## src/logic/dpr_pkg.sv

```systemverilog
// package: offsets, field layouts and types of the dma pointer register bank
package dpr_pkg;

  // register indices; byte address is four times the index
  localparam logic [7:0] DPR_IDX_CTRL  = 8'h50;
  localparam logic [7:0] DPR_IDX_DMAPT = 8'h54;
  localparam logic [7:0] DPR_IDX_BCNT  = 8'h56;
  localparam logic [7:0] DPR_IDX_CHID  = 8'h58;
  localparam logic [7:0] DPR_IDX_RCONV = 8'h5c;
  localparam int         DPR_AW        = 12;

  // reset values
  localparam logic [31:0] DPR_DMAPT_RST = 32'h0000_0000;
  localparam logic [11:0] DPR_BCNT_RST  = 12'h000;
  localparam logic [15:0] DPR_RCONV_RST = 16'h0000;
  localparam logic [2:0]  DPR_CTRL_RST  = 3'h1;    // stopped after reset

  // field layout
  localparam int          DPR_BCNT_W    = 12;
  localparam logic [3:0]  DPR_BCNT_RES  = 4'hf;    // reserved bits read ones
  localparam int          DPR_RCODE_LSB = 12;      // encoded length field
  localparam logic [3:0]  DPR_RCODE_MAX = 4'h9;    // longest ring: 512
  localparam int          DPR_CTL_STOP  = 0;
  localparam int          DPR_CTL_SUSP  = 1;
  localparam int          DPR_CTL_BMST  = 2;

  // axi response codes
  localparam logic [1:0]  DPR_RESP_OKAY   = 2'h0;
  localparam logic [1:0]  DPR_RESP_SLVERR = 2'h2;

  // increment commands from the bus interface logic
  typedef struct packed {
    logic addr_inc;   // advance pointer by one address
    logic cnt_inc;    // one buffer byte moved
  } dpr_dma_cmd_t;

  // software control bits
  typedef struct packed {
    logic bus_master;
    logic suspend_flag;
    logic stop;
  } dpr_ctrl_t;

endpackage : dpr_pkg

```

## src/logic/dpr_regs.sv

```systemverilog
// dma pointer, byte counter, chip id and ring length converter registers
//
// The AXI4-Lite slave port was decided locally.
`timescale 1ns/10ps
module dpr_regs
  import dpr_pkg::*;
#(
  parameter logic [3:0]  REVISION   = 4'h1,      // arbitrary value
  parameter logic [15:0] PART_CODE  = 16'h0abc,  // arbitrary value
  parameter logic [10:0] MAKER_CODE = 11'h055    // arbitrary value
) (
  // clock and reset
  input  wire logic               aclk,
  input  wire logic               aresetn,
  // axi4-lite write address and data
  input  wire logic [DPR_AW-1:0]  s_axi_awaddr,
  input  wire logic               s_axi_awvalid,
  output logic                    s_axi_awready,
  input  wire logic [31:0]        s_axi_wdata,
  input  wire logic [3:0]         s_axi_wstrb,
  input  wire logic               s_axi_wvalid,
  output logic                    s_axi_wready,
  // axi4-lite write response
  output logic [1:0]              s_axi_bresp,
  output logic                    s_axi_bvalid,
  input  wire logic               s_axi_bready,
  // axi4-lite read
  input  wire logic [DPR_AW-1:0]  s_axi_araddr,
  input  wire logic               s_axi_arvalid,
  output logic                    s_axi_arready,
  output logic [31:0]             s_axi_rdata,
  output logic [1:0]              s_axi_rresp,
  output logic                    s_axi_rvalid,
  input  wire logic               s_axi_rready,
  // bus interface logic side
  input  wire dpr_dma_cmd_t       dma_cmd,
  output logic [31:0]             dma_address_pointer,
  output logic                    dma_address_valid,
  output logic [DPR_BCNT_W-1:0]   buffer_byte_counter,
  output logic                    buffer_done,
  output logic [15:0]             ring_length_count,
  output logic [31:0]             chip_identification
);

  ////////////////////////////////////////////////////////////////////////
  // parameter check

  if (MAKER_CODE == 11'h000) begin : g_bad_maker
    $error("maker code must be nonzero");
  end

  ////////////////////////////////////////////////////////////////////////
  // decode helpers

  // byte address to register index; alignment is checked by mapped, not here
  function automatic logic [7:0] idx_of(input logic [DPR_AW-1:0] a);
    idx_of = a[9:2];
  endfunction : idx_of

  // index is one of the bank's registers
  function automatic logic mapped(input logic [DPR_AW-1:0] a);
    logic [7:0] i;
    i = idx_of(a);
    mapped = (a[1:0] == 2'h0) && (a[DPR_AW-1:10] == '0) &&
             (i == DPR_IDX_CTRL || i == DPR_IDX_DMAPT ||
              i == DPR_IDX_BCNT || i == DPR_IDX_CHID ||
              i == DPR_IDX_RCONV);
  endfunction : mapped

  // byte-lane merge of write data
  function automatic logic [31:0] merge(input logic [31:0] old,
                                        input logic [31:0] wd,
                                        input logic [3:0]  st);
    logic [31:0] m;
    m = old;
    for (int b = 0; b < 4; b++) begin
      if (st[b]) begin
        m[b*8 +: 8] = wd[b*8 +: 8];
      end
    end
    merge = m;
  endfunction : merge

  ////////////////////////////////////////////////////////////////////////
  // state

  logic [DPR_AW-1:0]     aw_addr_r;
  logic                  aw_held_r;
  logic [31:0]           w_data_r;
  logic [3:0]            w_strb_r;
  logic                  w_held_r;
  logic                  awready_r;
  logic                  wready_r;
  logic                  bvalid_r;
  logic [1:0]            bresp_r;
  logic                  arready_r;
  logic                  rvalid_r;
  logic [31:0]           rdata_r;
  logic [1:0]            rresp_r;
  dpr_ctrl_t             ctrl_r;
  logic [31:0]           dmapt_r;
  logic                  dma_seen_r;
  logic [DPR_BCNT_W-1:0] bcnt_r;
  logic [15:0]           rconv_r;
  logic                  bm_valid_r;
  logic                  done_r;

  ////////////////////////////////////////////////////////////////////////
  // decode

  wire        aw_take  = s_axi_awvalid & awready_r;
  wire        w_take   = s_axi_wvalid & wready_r;
  wire        ar_take  = s_axi_arvalid & arready_r;
  wire        wr_go    = aw_held_r & w_held_r & ~bvalid_r;
  wire [7:0]  wr_idx   = idx_of(aw_addr_r);
  wire        wr_map   = mapped(aw_addr_r);
  wire [7:0]  rd_idx   = idx_of(s_axi_araddr);
  wire        rd_map   = mapped(s_axi_araddr);
  // software access window for the pointer bank
  wire        sw_open  = ctrl_r.stop | ctrl_r.suspend_flag;
  wire        wr_ok    = wr_go & wr_map & sw_open;
  wire        wr_ctrl  = wr_go & wr_map & (wr_idx == DPR_IDX_CTRL);
  wire        wr_dmapt = wr_ok & (wr_idx == DPR_IDX_DMAPT);
  wire        wr_bcnt  = wr_ok & (wr_idx == DPR_IDX_BCNT);
  wire        wr_rconv = wr_ok & (wr_idx == DPR_IDX_RCONV);
  // id word: fixed fields, bit 0 forced to one; matches scan id
  wire [31:0] chid_w   = {REVISION, PART_CODE, MAKER_CODE,
                          1'b1};

  // merged write values
  wire [31:0] dmapt_m  = merge(dmapt_r, w_data_r, w_strb_r);
  wire [31:0] bcnt_m   = merge({16'h0, DPR_BCNT_RES, bcnt_r},
                               w_data_r, w_strb_r);
  wire [31:0] rconv_m  = merge({16'h0, rconv_r}, w_data_r, w_strb_r);
  wire [31:0] ctrl_m   = merge({29'h0, ctrl_r}, w_data_r, w_strb_r);

  // encoded ring length to negative count, capped at the longest ring
  wire [3:0]  rcode    = rconv_m[DPR_RCODE_LSB +: 4];
  wire [3:0]  rcode_c  = (rcode > DPR_RCODE_MAX) ? DPR_RCODE_MAX : rcode;
  wire [15:0] rlen     = 16'h0001 << rcode_c;
  wire [15:0] rconv_n  = 16'h0 - rlen;

  // read data selection
  wire [31:0] rd_reg   =
    (rd_idx == DPR_IDX_CTRL)  ? {29'h0, ctrl_r} :
    (rd_idx == DPR_IDX_DMAPT) ? dmapt_r :
    (rd_idx == DPR_IDX_BCNT)  ? {16'h0, DPR_BCNT_RES, bcnt_r} :
    (rd_idx == DPR_IDX_CHID)  ? chid_w :
                                {16'h0, rconv_r};
  // bank registers other than control read zero while running
  wire        rd_gate  = sw_open | (rd_idx == DPR_IDX_CTRL);
  wire [31:0] rd_val   = (rd_map & rd_gate) ? rd_reg : 32'h0;
  wire [1:0]  rd_resp  = rd_map ? DPR_RESP_OKAY : DPR_RESP_SLVERR;
  wire [1:0]  wr_resp  = wr_map ? DPR_RESP_OKAY : DPR_RESP_SLVERR;

  ////////////////////////////////////////////////////////////////////////
  // write address and data capture, either order

  always_ff @(posedge aclk) begin
    if (!aresetn) begin
      aw_held_r <= 1'b0;
      w_held_r  <= 1'b0;
      aw_addr_r <= '0;
      w_data_r  <= 32'h0;
      w_strb_r  <= 4'h0;
    end else begin
      if (aw_take) begin
        aw_held_r <= 1'b1;
        aw_addr_r <= s_axi_awaddr;
      end else if (wr_go) begin
        aw_held_r <= 1'b0;
      end
      if (w_take) begin
        w_held_r <= 1'b1;
        w_data_r <= s_axi_wdata;
        w_strb_r <= s_axi_wstrb;
      end else if (wr_go) begin
        w_held_r <= 1'b0;
      end
    end
  end

  // ready flags: one item per channel until the response is taken
  always_ff @(posedge aclk) begin
    if (!aresetn) begin
      awready_r <= 1'b0;
      wready_r  <= 1'b0;
    end else begin
      awready_r <= ~aw_held_r & ~aw_take & ~bvalid_r & ~wr_go;
      wready_r  <= ~w_held_r & ~w_take & ~bvalid_r & ~wr_go;
    end
  end

  // write response
  always_ff @(posedge aclk) begin
    if (!aresetn) begin
      bvalid_r <= 1'b0;
      bresp_r  <= DPR_RESP_OKAY;
    end else if (wr_go) begin
      bvalid_r <= 1'b1;
      bresp_r  <= wr_resp;
    end else if (s_axi_bready) begin
      bvalid_r <= 1'b0;
    end
  end

  ////////////////////////////////////////////////////////////////////////
  // read channel

  always_ff @(posedge aclk) begin
    if (!aresetn) begin
      arready_r <= 1'b0;
      rvalid_r  <= 1'b0;
      rdata_r   <= 32'h0;
      rresp_r   <= DPR_RESP_OKAY;
    end else begin
      arready_r <= ~rvalid_r & ~ar_take;
      if (ar_take) begin
        rvalid_r <= 1'b1;
        rdata_r  <= rd_val;
        rresp_r  <= rd_resp;
      end else if (s_axi_rready) begin
        rvalid_r <= 1'b0;
      end
    end
  end

  ////////////////////////////////////////////////////////////////////////
  // control bits (always writable)

  always_ff @(posedge aclk) begin
    if (!aresetn) begin
      ctrl_r <= DPR_CTRL_RST;
    end else if (wr_ctrl) begin
      ctrl_r <= ctrl_m[2:0];
    end
  end

  ////////////////////////////////////////////////////////////////////////
  // dma address pointer: software load, else increment

  always_ff @(posedge aclk) begin
    if (!aresetn) begin
      dmapt_r <= DPR_DMAPT_RST;
    end else if (wr_dmapt) begin
      dmapt_r <= dmapt_m;
    end else if (dma_cmd.addr_inc) begin
      dmapt_r <= dmapt_r + 32'h1;
    end
  end

  // first dma operation seen; a software load in the same cycle
  // must not hide it
  always_ff @(posedge aclk) begin
    if (!aresetn) begin
      dma_seen_r <= 1'b0;
    end else if (dma_cmd.addr_inc) begin
      dma_seen_r <= 1'b1;
    end
  end

  // pointer valid only in master mode after a dma operation
  always_ff @(posedge aclk) begin
    if (!aresetn) begin
      bm_valid_r <= 1'b0;
    end else begin
      bm_valid_r <= ctrl_r.bus_master & dma_seen_r;
    end
  end

  ////////////////////////////////////////////////////////////////////////
  // buffer byte counter: negative count rising toward zero

  always_ff @(posedge aclk) begin
    if (!aresetn) begin
      bcnt_r <= DPR_BCNT_RST;
    end else if (wr_bcnt) begin
      bcnt_r <= bcnt_m[DPR_BCNT_W-1:0];
    end else if (dma_cmd.cnt_inc) begin
      bcnt_r <= bcnt_r + 12'h001;
    end
  end

  // buffer exhausted flag
  always_ff @(posedge aclk) begin
    if (!aresetn) begin
      done_r <= 1'b1;
    end else begin
      done_r <= (bcnt_r == 12'h000);
    end
  end

  ////////////////////////////////////////////////////////////////////////
  // ring length converter; id word ignores writes

  always_ff @(posedge aclk) begin
    if (!aresetn) begin
      rconv_r <= DPR_RCONV_RST;
    end else if (wr_rconv) begin
      rconv_r <= rconv_n;
    end
  end

  // id word register; no write strobe reaches it
  logic [31:0] chid_r;
  always_ff @(posedge aclk) begin
    if (!aresetn) begin
      chid_r <= 32'h0;
    end else begin
      chid_r <= chid_w;
    end
  end

  ////////////////////////////////////////////////////////////////////////
  // outputs

  assign s_axi_awready       = awready_r;
  assign s_axi_wready        = wready_r;
  assign s_axi_bvalid        = bvalid_r;
  assign s_axi_bresp         = bresp_r;
  assign s_axi_arready       = arready_r;
  assign s_axi_rvalid        = rvalid_r;
  assign s_axi_rdata         = rdata_r;
  assign s_axi_rresp         = rresp_r;
  assign dma_address_pointer = dmapt_r;
  assign dma_address_valid   = bm_valid_r;
  assign buffer_byte_counter = bcnt_r;
  assign buffer_done         = done_r;
  assign ring_length_count   = rconv_r;
  assign chip_identification = chid_r;

endmodule : dpr_regs

```

## config.mk

```make
export PLATFORM = sky130hd
export DESIGN_NAME = dpr_regs
export DESIGN_NICKNAME = d
export VERILOG_FILES = /design/src/logic/dpr_pkg.sv /design/src/logic/dpr_regs.sv
export SDC_FILE = /design/constraint.sdc
export NUM_CORES = 1
export LEC_CHECK = 0
export BUFFER_PORTS_ARGS = -buffer_cell sky130_fd_sc_hd__clkbuf_2
export CAP_MARGIN = 20
export CORE_MARGIN = 10
export CORE_UTILIZATION = 53
export DETAILED_ROUTE_END_ITERATION = 7
export PLACE_DENSITY_LB_ADDON = 0.08
export SETUP_SLACK_MARGIN = 0.5
export SYNTH_ARGS = -nofsm -noshare
export SYNTH_HDL_FRONTEND = slang
export SYNTH_SLANG_ARGS = --single-unit
```

## constraint.sdc

```tcl
create_clock -name aclk -period 3.3 [get_ports aclk]
set_input_delay 0.33 -clock aclk [delete_from_list [all_inputs] [get_ports aclk]]
set_output_delay 0.33 -clock aclk [all_outputs]
set_load 0.05 [all_outputs]
```

Word level (Yosys, flattened, before mapping)
Index checks and enable logic that the tools add are counted.
Widths: inputs -> output; s select.
- bits in registers: 189
- bits in latches: 0
- RAM bits: 0
- memory bits (read-only): 0
- input bits: 69
- logic and storage cells: 134
- memories: 0
- add/sub/neg operators: 3
- multipliers: 0
- divide/modulo/power cells: 0
- order comparisons: 1
- eq/ne operators: 16
- shift operators: 1
- mux-type cells: 26
- bitwise operators: 30
- reductions and logical operators: 30
- operators with widths (kind ; count):
    $mux 32 ; 5
    $mux 29 ; 3
    $eq 8x7->1 const B ; 10
    $mux 8 ; 5
    $add 32x1->32 const B ; 1
    $mux 12 ; 2
    $and 1x1->1 ; 20
    $shl 1x4->16 const A ; 1
    $sub 1x16->16 const A ; 1
    $reduce_and 2->1 ; 7
    $add 12x1->12 const B ; 1
    $logic_not 12->1 ; 1
    $ne 2x2->1 const B ; 6
    $reduce_bool 2->1 ; 6
    $logic_not 2->1 ; 4
    $logic_or 1x1->1 ; 8
    $mux 4 ; 2
    $not 1->1 ; 8
    $mux 1 ; 7
    $gt 4x4->1 const B ; 1
    $logic_and 1x1->1 ; 4
    $mux 2 ; 2
    $or 1x1->1 ; 2

Logic depth before layout (Yosys ltp)
- depth in word-level cells: 11
- mapped depth: 9
- depth with buffers taken out: 8

Least setup slack after synthesis
Ideal clock, no wire load.
- path type: reg2reg
- start: register dmapt_r[0], in the netlist dma_address_pointer[0]
- end: register dmapt_r[22], in the netlist dma_address_pointer[22]
- library setup time: 74 ps
- arrival: 2707 ps
- required time: 3226 ps
- path slack: 518 ps
- stages on the path, launching flop included: 7
- period minus slack after synthesis: 2782 ps
- path through: dfxtp_1 > ha_1 > nand3_1 > or4_1 > or4_1 > or3_1 > a31oi_1
- cells in the longest elaborated chain, start to end: 3
- ends and longest elaborated chain (element ; line ; source):
    start, declared ; dpr_regs.sv:101 ; logic [31:0] dmapt_r;
    start signal, assigned ; dpr_regs.sv:246 ; dmapt_r <= dmapt_m;
    start signal, assigned ; dpr_regs.sv:248 ; dmapt_r <= dmapt_r + 32'h1;
    $add 32x1->32 ; dpr_regs.sv:248 ;
    $mux 32 ; dpr_regs.sv:247 ; end else if (dma_cmd.addr_inc) begin
    $mux 32 ; dpr_regs.sv:245 ; end else if (wr_dmapt) begin
Every way passes these cells. The select of a mux whose other input is x is not followed.
A chain may end at the register's enable or synchronous reset.

Worst setup path after layout
- start: register dmapt_r[1], in the netlist dma_address_pointer[1]
- end: register dmapt_r[22], in the netlist dma_address_pointer[22]
The elaborated chain is that of the path after synthesis.

==> impl_metrics.toml <==
[worst_setup_path]
worst_setup_path_end_kind = "flip-flop"
startpoint = "dma_address_pointer[1]"
arrival_ns = 2.99
critPathLaunchType = "flip-flop"
slowest_delay_ns = 0.61
crit_chain = "ha_2, nand3_1, or4_1, or4_1, or3_1, a31oi_1"
crit_slowest_cell = "or4_1"
path_class = "flip-flop to flip-flop"
cp_num_buf_inv = 0
critical_path_peak_fanout = 7
crit_required_ns = 3.66
r2r_start = "dma_address_pointer[1]"
path_common_cell = "or4_1"
cp_top_family = "simple AND/OR/NAND/NOR gates"

[drt]
firstDrtPassIters = 5
vias = 7824
drt-initial-drc-count = 654
wl_um = 25890
ant_nets = 0
remaining_drc_errors = 0
avgRoutedWirePerCell_um = 19.92
vias_per_cell = 6.018

[global_routing]
overflow = 0
gr-usage-all-layers_pct = 25.44
antenna_found_initial = 0
grt_pass1_wl_um = 40480
grt_pass1_vias = 7320
grt_max_degree = 56

[min_path]
worstHoldStart = "s_axi_awaddr[10]"
hp-class = "input port to flip-flop"

[cts]
clk_path_buf_depth = 2
worstSkewPairLatency_ns = 0.44
cts_buffers = 17
ctsHoldBuffers = 0
htree_levels = 4
postCtsResizedCells = 0
cts.sinks = 156
clk_pin_slew_ns = 0.06
cts_tree = "yes"
cts_setup_buffers = 0
root_buffer = "clkbuf_16"

[cells_and_area]
multi_input_area_um2 = 4008
fillCellCount = 1269
nets = 1180
fin_util_pct = 65.55
antenna_cells = 0
fin_cells = 1300
area_delta_synth_final_pct = 20.98
regArea_um2 = 3124
fin_area_um2 = 9134
drive_above_1_share_pct = 22.68

[synthesis]
synth_top_family_by_area = "simple AND/OR/NAND/NOR gates"
synth_compound_area_share_pct = 22.24
syn_avg_cell_area_um2 = 7.939
synth_fa_ha_area_share_pct = 0.6629
synth_ff_type = "dfxtp_1"
netlist_area_um2 = 7550
yosysWarnings = 0
syn_inst = 951
synth_cell_types = 72
async_flop_share_pct = 0
ys_seq_area_share_pct = 41.37
synthMuxAreaShare_pct = 1.409
synthSimpleGateAreaFrac_pct = 27.44
yosys.area_share.xor_xnor_pct = 0.1160
synth-edff-count = 0
ys_seq_elements = 156

[timing]
worstMarginPinSlew_ns = 0.8293
timing.final.ws_setup_ns = 0.6696
setup_tns_ns = 0
fin_crit_sh_pct = 79.71
hold_viol_final = 0
finClkSkew_ns = 0.008426
grt_setup_unrepaired = "no"
max_freq_mhz = 380.2
finalSetupViolCount = 0
min_period_ns = 2.630
max_slew_margin_pct = 44.29
drv_slew = 0

[power]
seqPwrFrac_pct = 43.8
power.switching_mw = 1.164
p_leak_nw = 3.523
p_clk_share_pct = 47.4
p_per_area_nw_per_um2 = 496.2
intPower_mw = 3.368
combPwrFrac_pct = 8.8
p_sw_share_pct = 25.68
ir_worst_vdd_v = 0.0003187

[die]
fp.dieArea_um2 = 19420
coreArea_um2 = 13930
fp.dieW_um = 139.4
initial_core_util_pct = 54.18
rows = 43
die_h_um = 139.4
io_pins = 204

[placed_design]
port_buffers = 182
dpl.cell_count = 1268
place_congestion = 0.9331
hpwlAfterDp_um = 19320
detailedPlace.worstSlack_ns = 0.7187
dpl_cell_area_um2 = 8476

[job]
cap_violations = 0

[outcome]
outcome = "finished clean"
==> flip-flops by register name, summed over array words and instances, names as in the netlist, 3 cells and up <==
| signal | cells |
|---|---|
| w_data_r | 32 |
| dma_address_pointer | 32 |
| ctrl_r | 3 |
| aw_addr_r | 12 |
| ring_length_count | 16 |
| buffer_byte_counter | 12 |
| w_strb_r | 4 |
| s_axi_rdata | 32 |
==> through the flow <==
stage	hold WS (ns)	power, mW
finish	0.1076	4.532
global route	0.1102	4.664
CTS	0.1025	4.544
detailed placement	0.4429	2.421
global placement	0.4335	2.415
floorplan	0.3577	2.317
==> synthesized netlist by cell type (5+ instances only) <==
library cell | instances | area (um2)
or4_1 | 8 | 60.06
nand3_1 | 41 | 205.2
and2_1 | 7 | 43.79
o21a_1 | 5 | 37.54
and3_1 | 12 | 75.07
clkbuf_1 | 49 | 183.9
inv_1 | 17 | 63.81
nor4b_1 | 5 | 43.79
nand2b_1 | 6 | 37.54
a22o_1 | 16 | 140.1
dfxtp_1 | 156 | 3123
mux2_2 | 5 | 56.30
nor3_1 | 28 | 140.1
nor4_1 | 10 | 62.56
nand2_1 | 170 | 638.1
a31oi_1 | 23 | 143.9
or3_1 | 27 | 168.9
mux2i_1 | 5 | 50.05
o211ai_1 | 21 | 157.7
o31a_1 | 7 | 61.31
nor2_1 | 53 | 198.9
buf_4 | 33 | 247.7
a21oi_1 | 73 | 365.4
nand4_1 | 27 | 168.9
a2111oi_0 | 5 | 43.79
a211oi_1 | 13 | 97.59
a22oi_1 | 6 | 45.04
o21ai_0 | 50 | 250.2
==> kinds of logic after synthesis <==
family / count (synthesis)
AND/OR/NAND/NOR: 421
adder cells (fa/ha/maj): 4
other: 1
flip-flops: 156
XOR/XNOR: 1
multiplexers: 10
AO/OA/AOI/OAI: 256
buffers and inverters: 102
==> final timing paths <==
path,cells past startpoint,to,slack [ns]
min,3,aw_addr_r[10],0.11
min reg2reg,2,w_data_r[19],0.45
max,6,dma_address_pointer[22],0.67
max reg2reg,6,dma_address_pointer[22],0.67
==> placed cells by master (no fill, tap or decap), types with 5 or more instances in the layout <==
cell,instances
or4_1,8
mux2_2,5
nor4_1,10
nor3_1,27
o21a_1,5
conb_1,21
clkbuf_2,182
nand2b_1,6
a22o_1,16
dfxtp_1,155
a31oi_1,23
nor2_1,52
and3_1,12
or3_1,27
a21oi_1,73
o21ai_0,50
clkbuf_16,17
nand2_1,170
mux2i_1,5
nand4_1,27
a22oi_1,6
and2_1,7
inv_1,17
o211ai_1,21
a211oi_1,13
o31a_1,7
buf_4,17
nor4b_1,5
nand3_1,41
clkinv_4,5
==> area by class of cell <==
type / count / share of cell area, %
multi-input combinational: 713 / 43.88
timing repair buffer: 200 / 11.53
tap: 180 / 2.466
clock inverter: 12 / 2.027
sequential: 156 / 34.21
clock buffer: 20 / 5.110
inverter: 19 / 0.7808
==> worst register-to-register path, cell delays in order (launching register included) <==
cell and delay [ns]:
dfxtp_1 0.44, ha_2 0.26, nand3_1 0.20, or4_1 0.61, or4_1 0.56, or3_1 0.32
a31oi_1 0.16
==> routing by layer <==
metal	track usage, %	routed length, um	vias to the layer above
li1	-	-	3779
met1	33.87	11320	3647
met2	39.38	11680	359
met3	6.737	2509	39
met4	7.633	385	0
met5	0	0	-
==> power groups by stage <==
| stage | clock network, mW | logic [mW] | registers [mW] |
|---|---|---|---|
| global placement | 0 | 0.393 | 2.02 |
| detailed placement | 0 | 0.397 | 2.02 |
| CTS | 2.16 | 0.399 | 1.98 |
| global route | 2.24 | 0.434 | 1.99 |
| finish | 2.15 | 0.401 | 1.98 |
| floorplan | 0 | 0.270 | 2.05 |
Note: power is estimated with default switching activity, not from simulation.
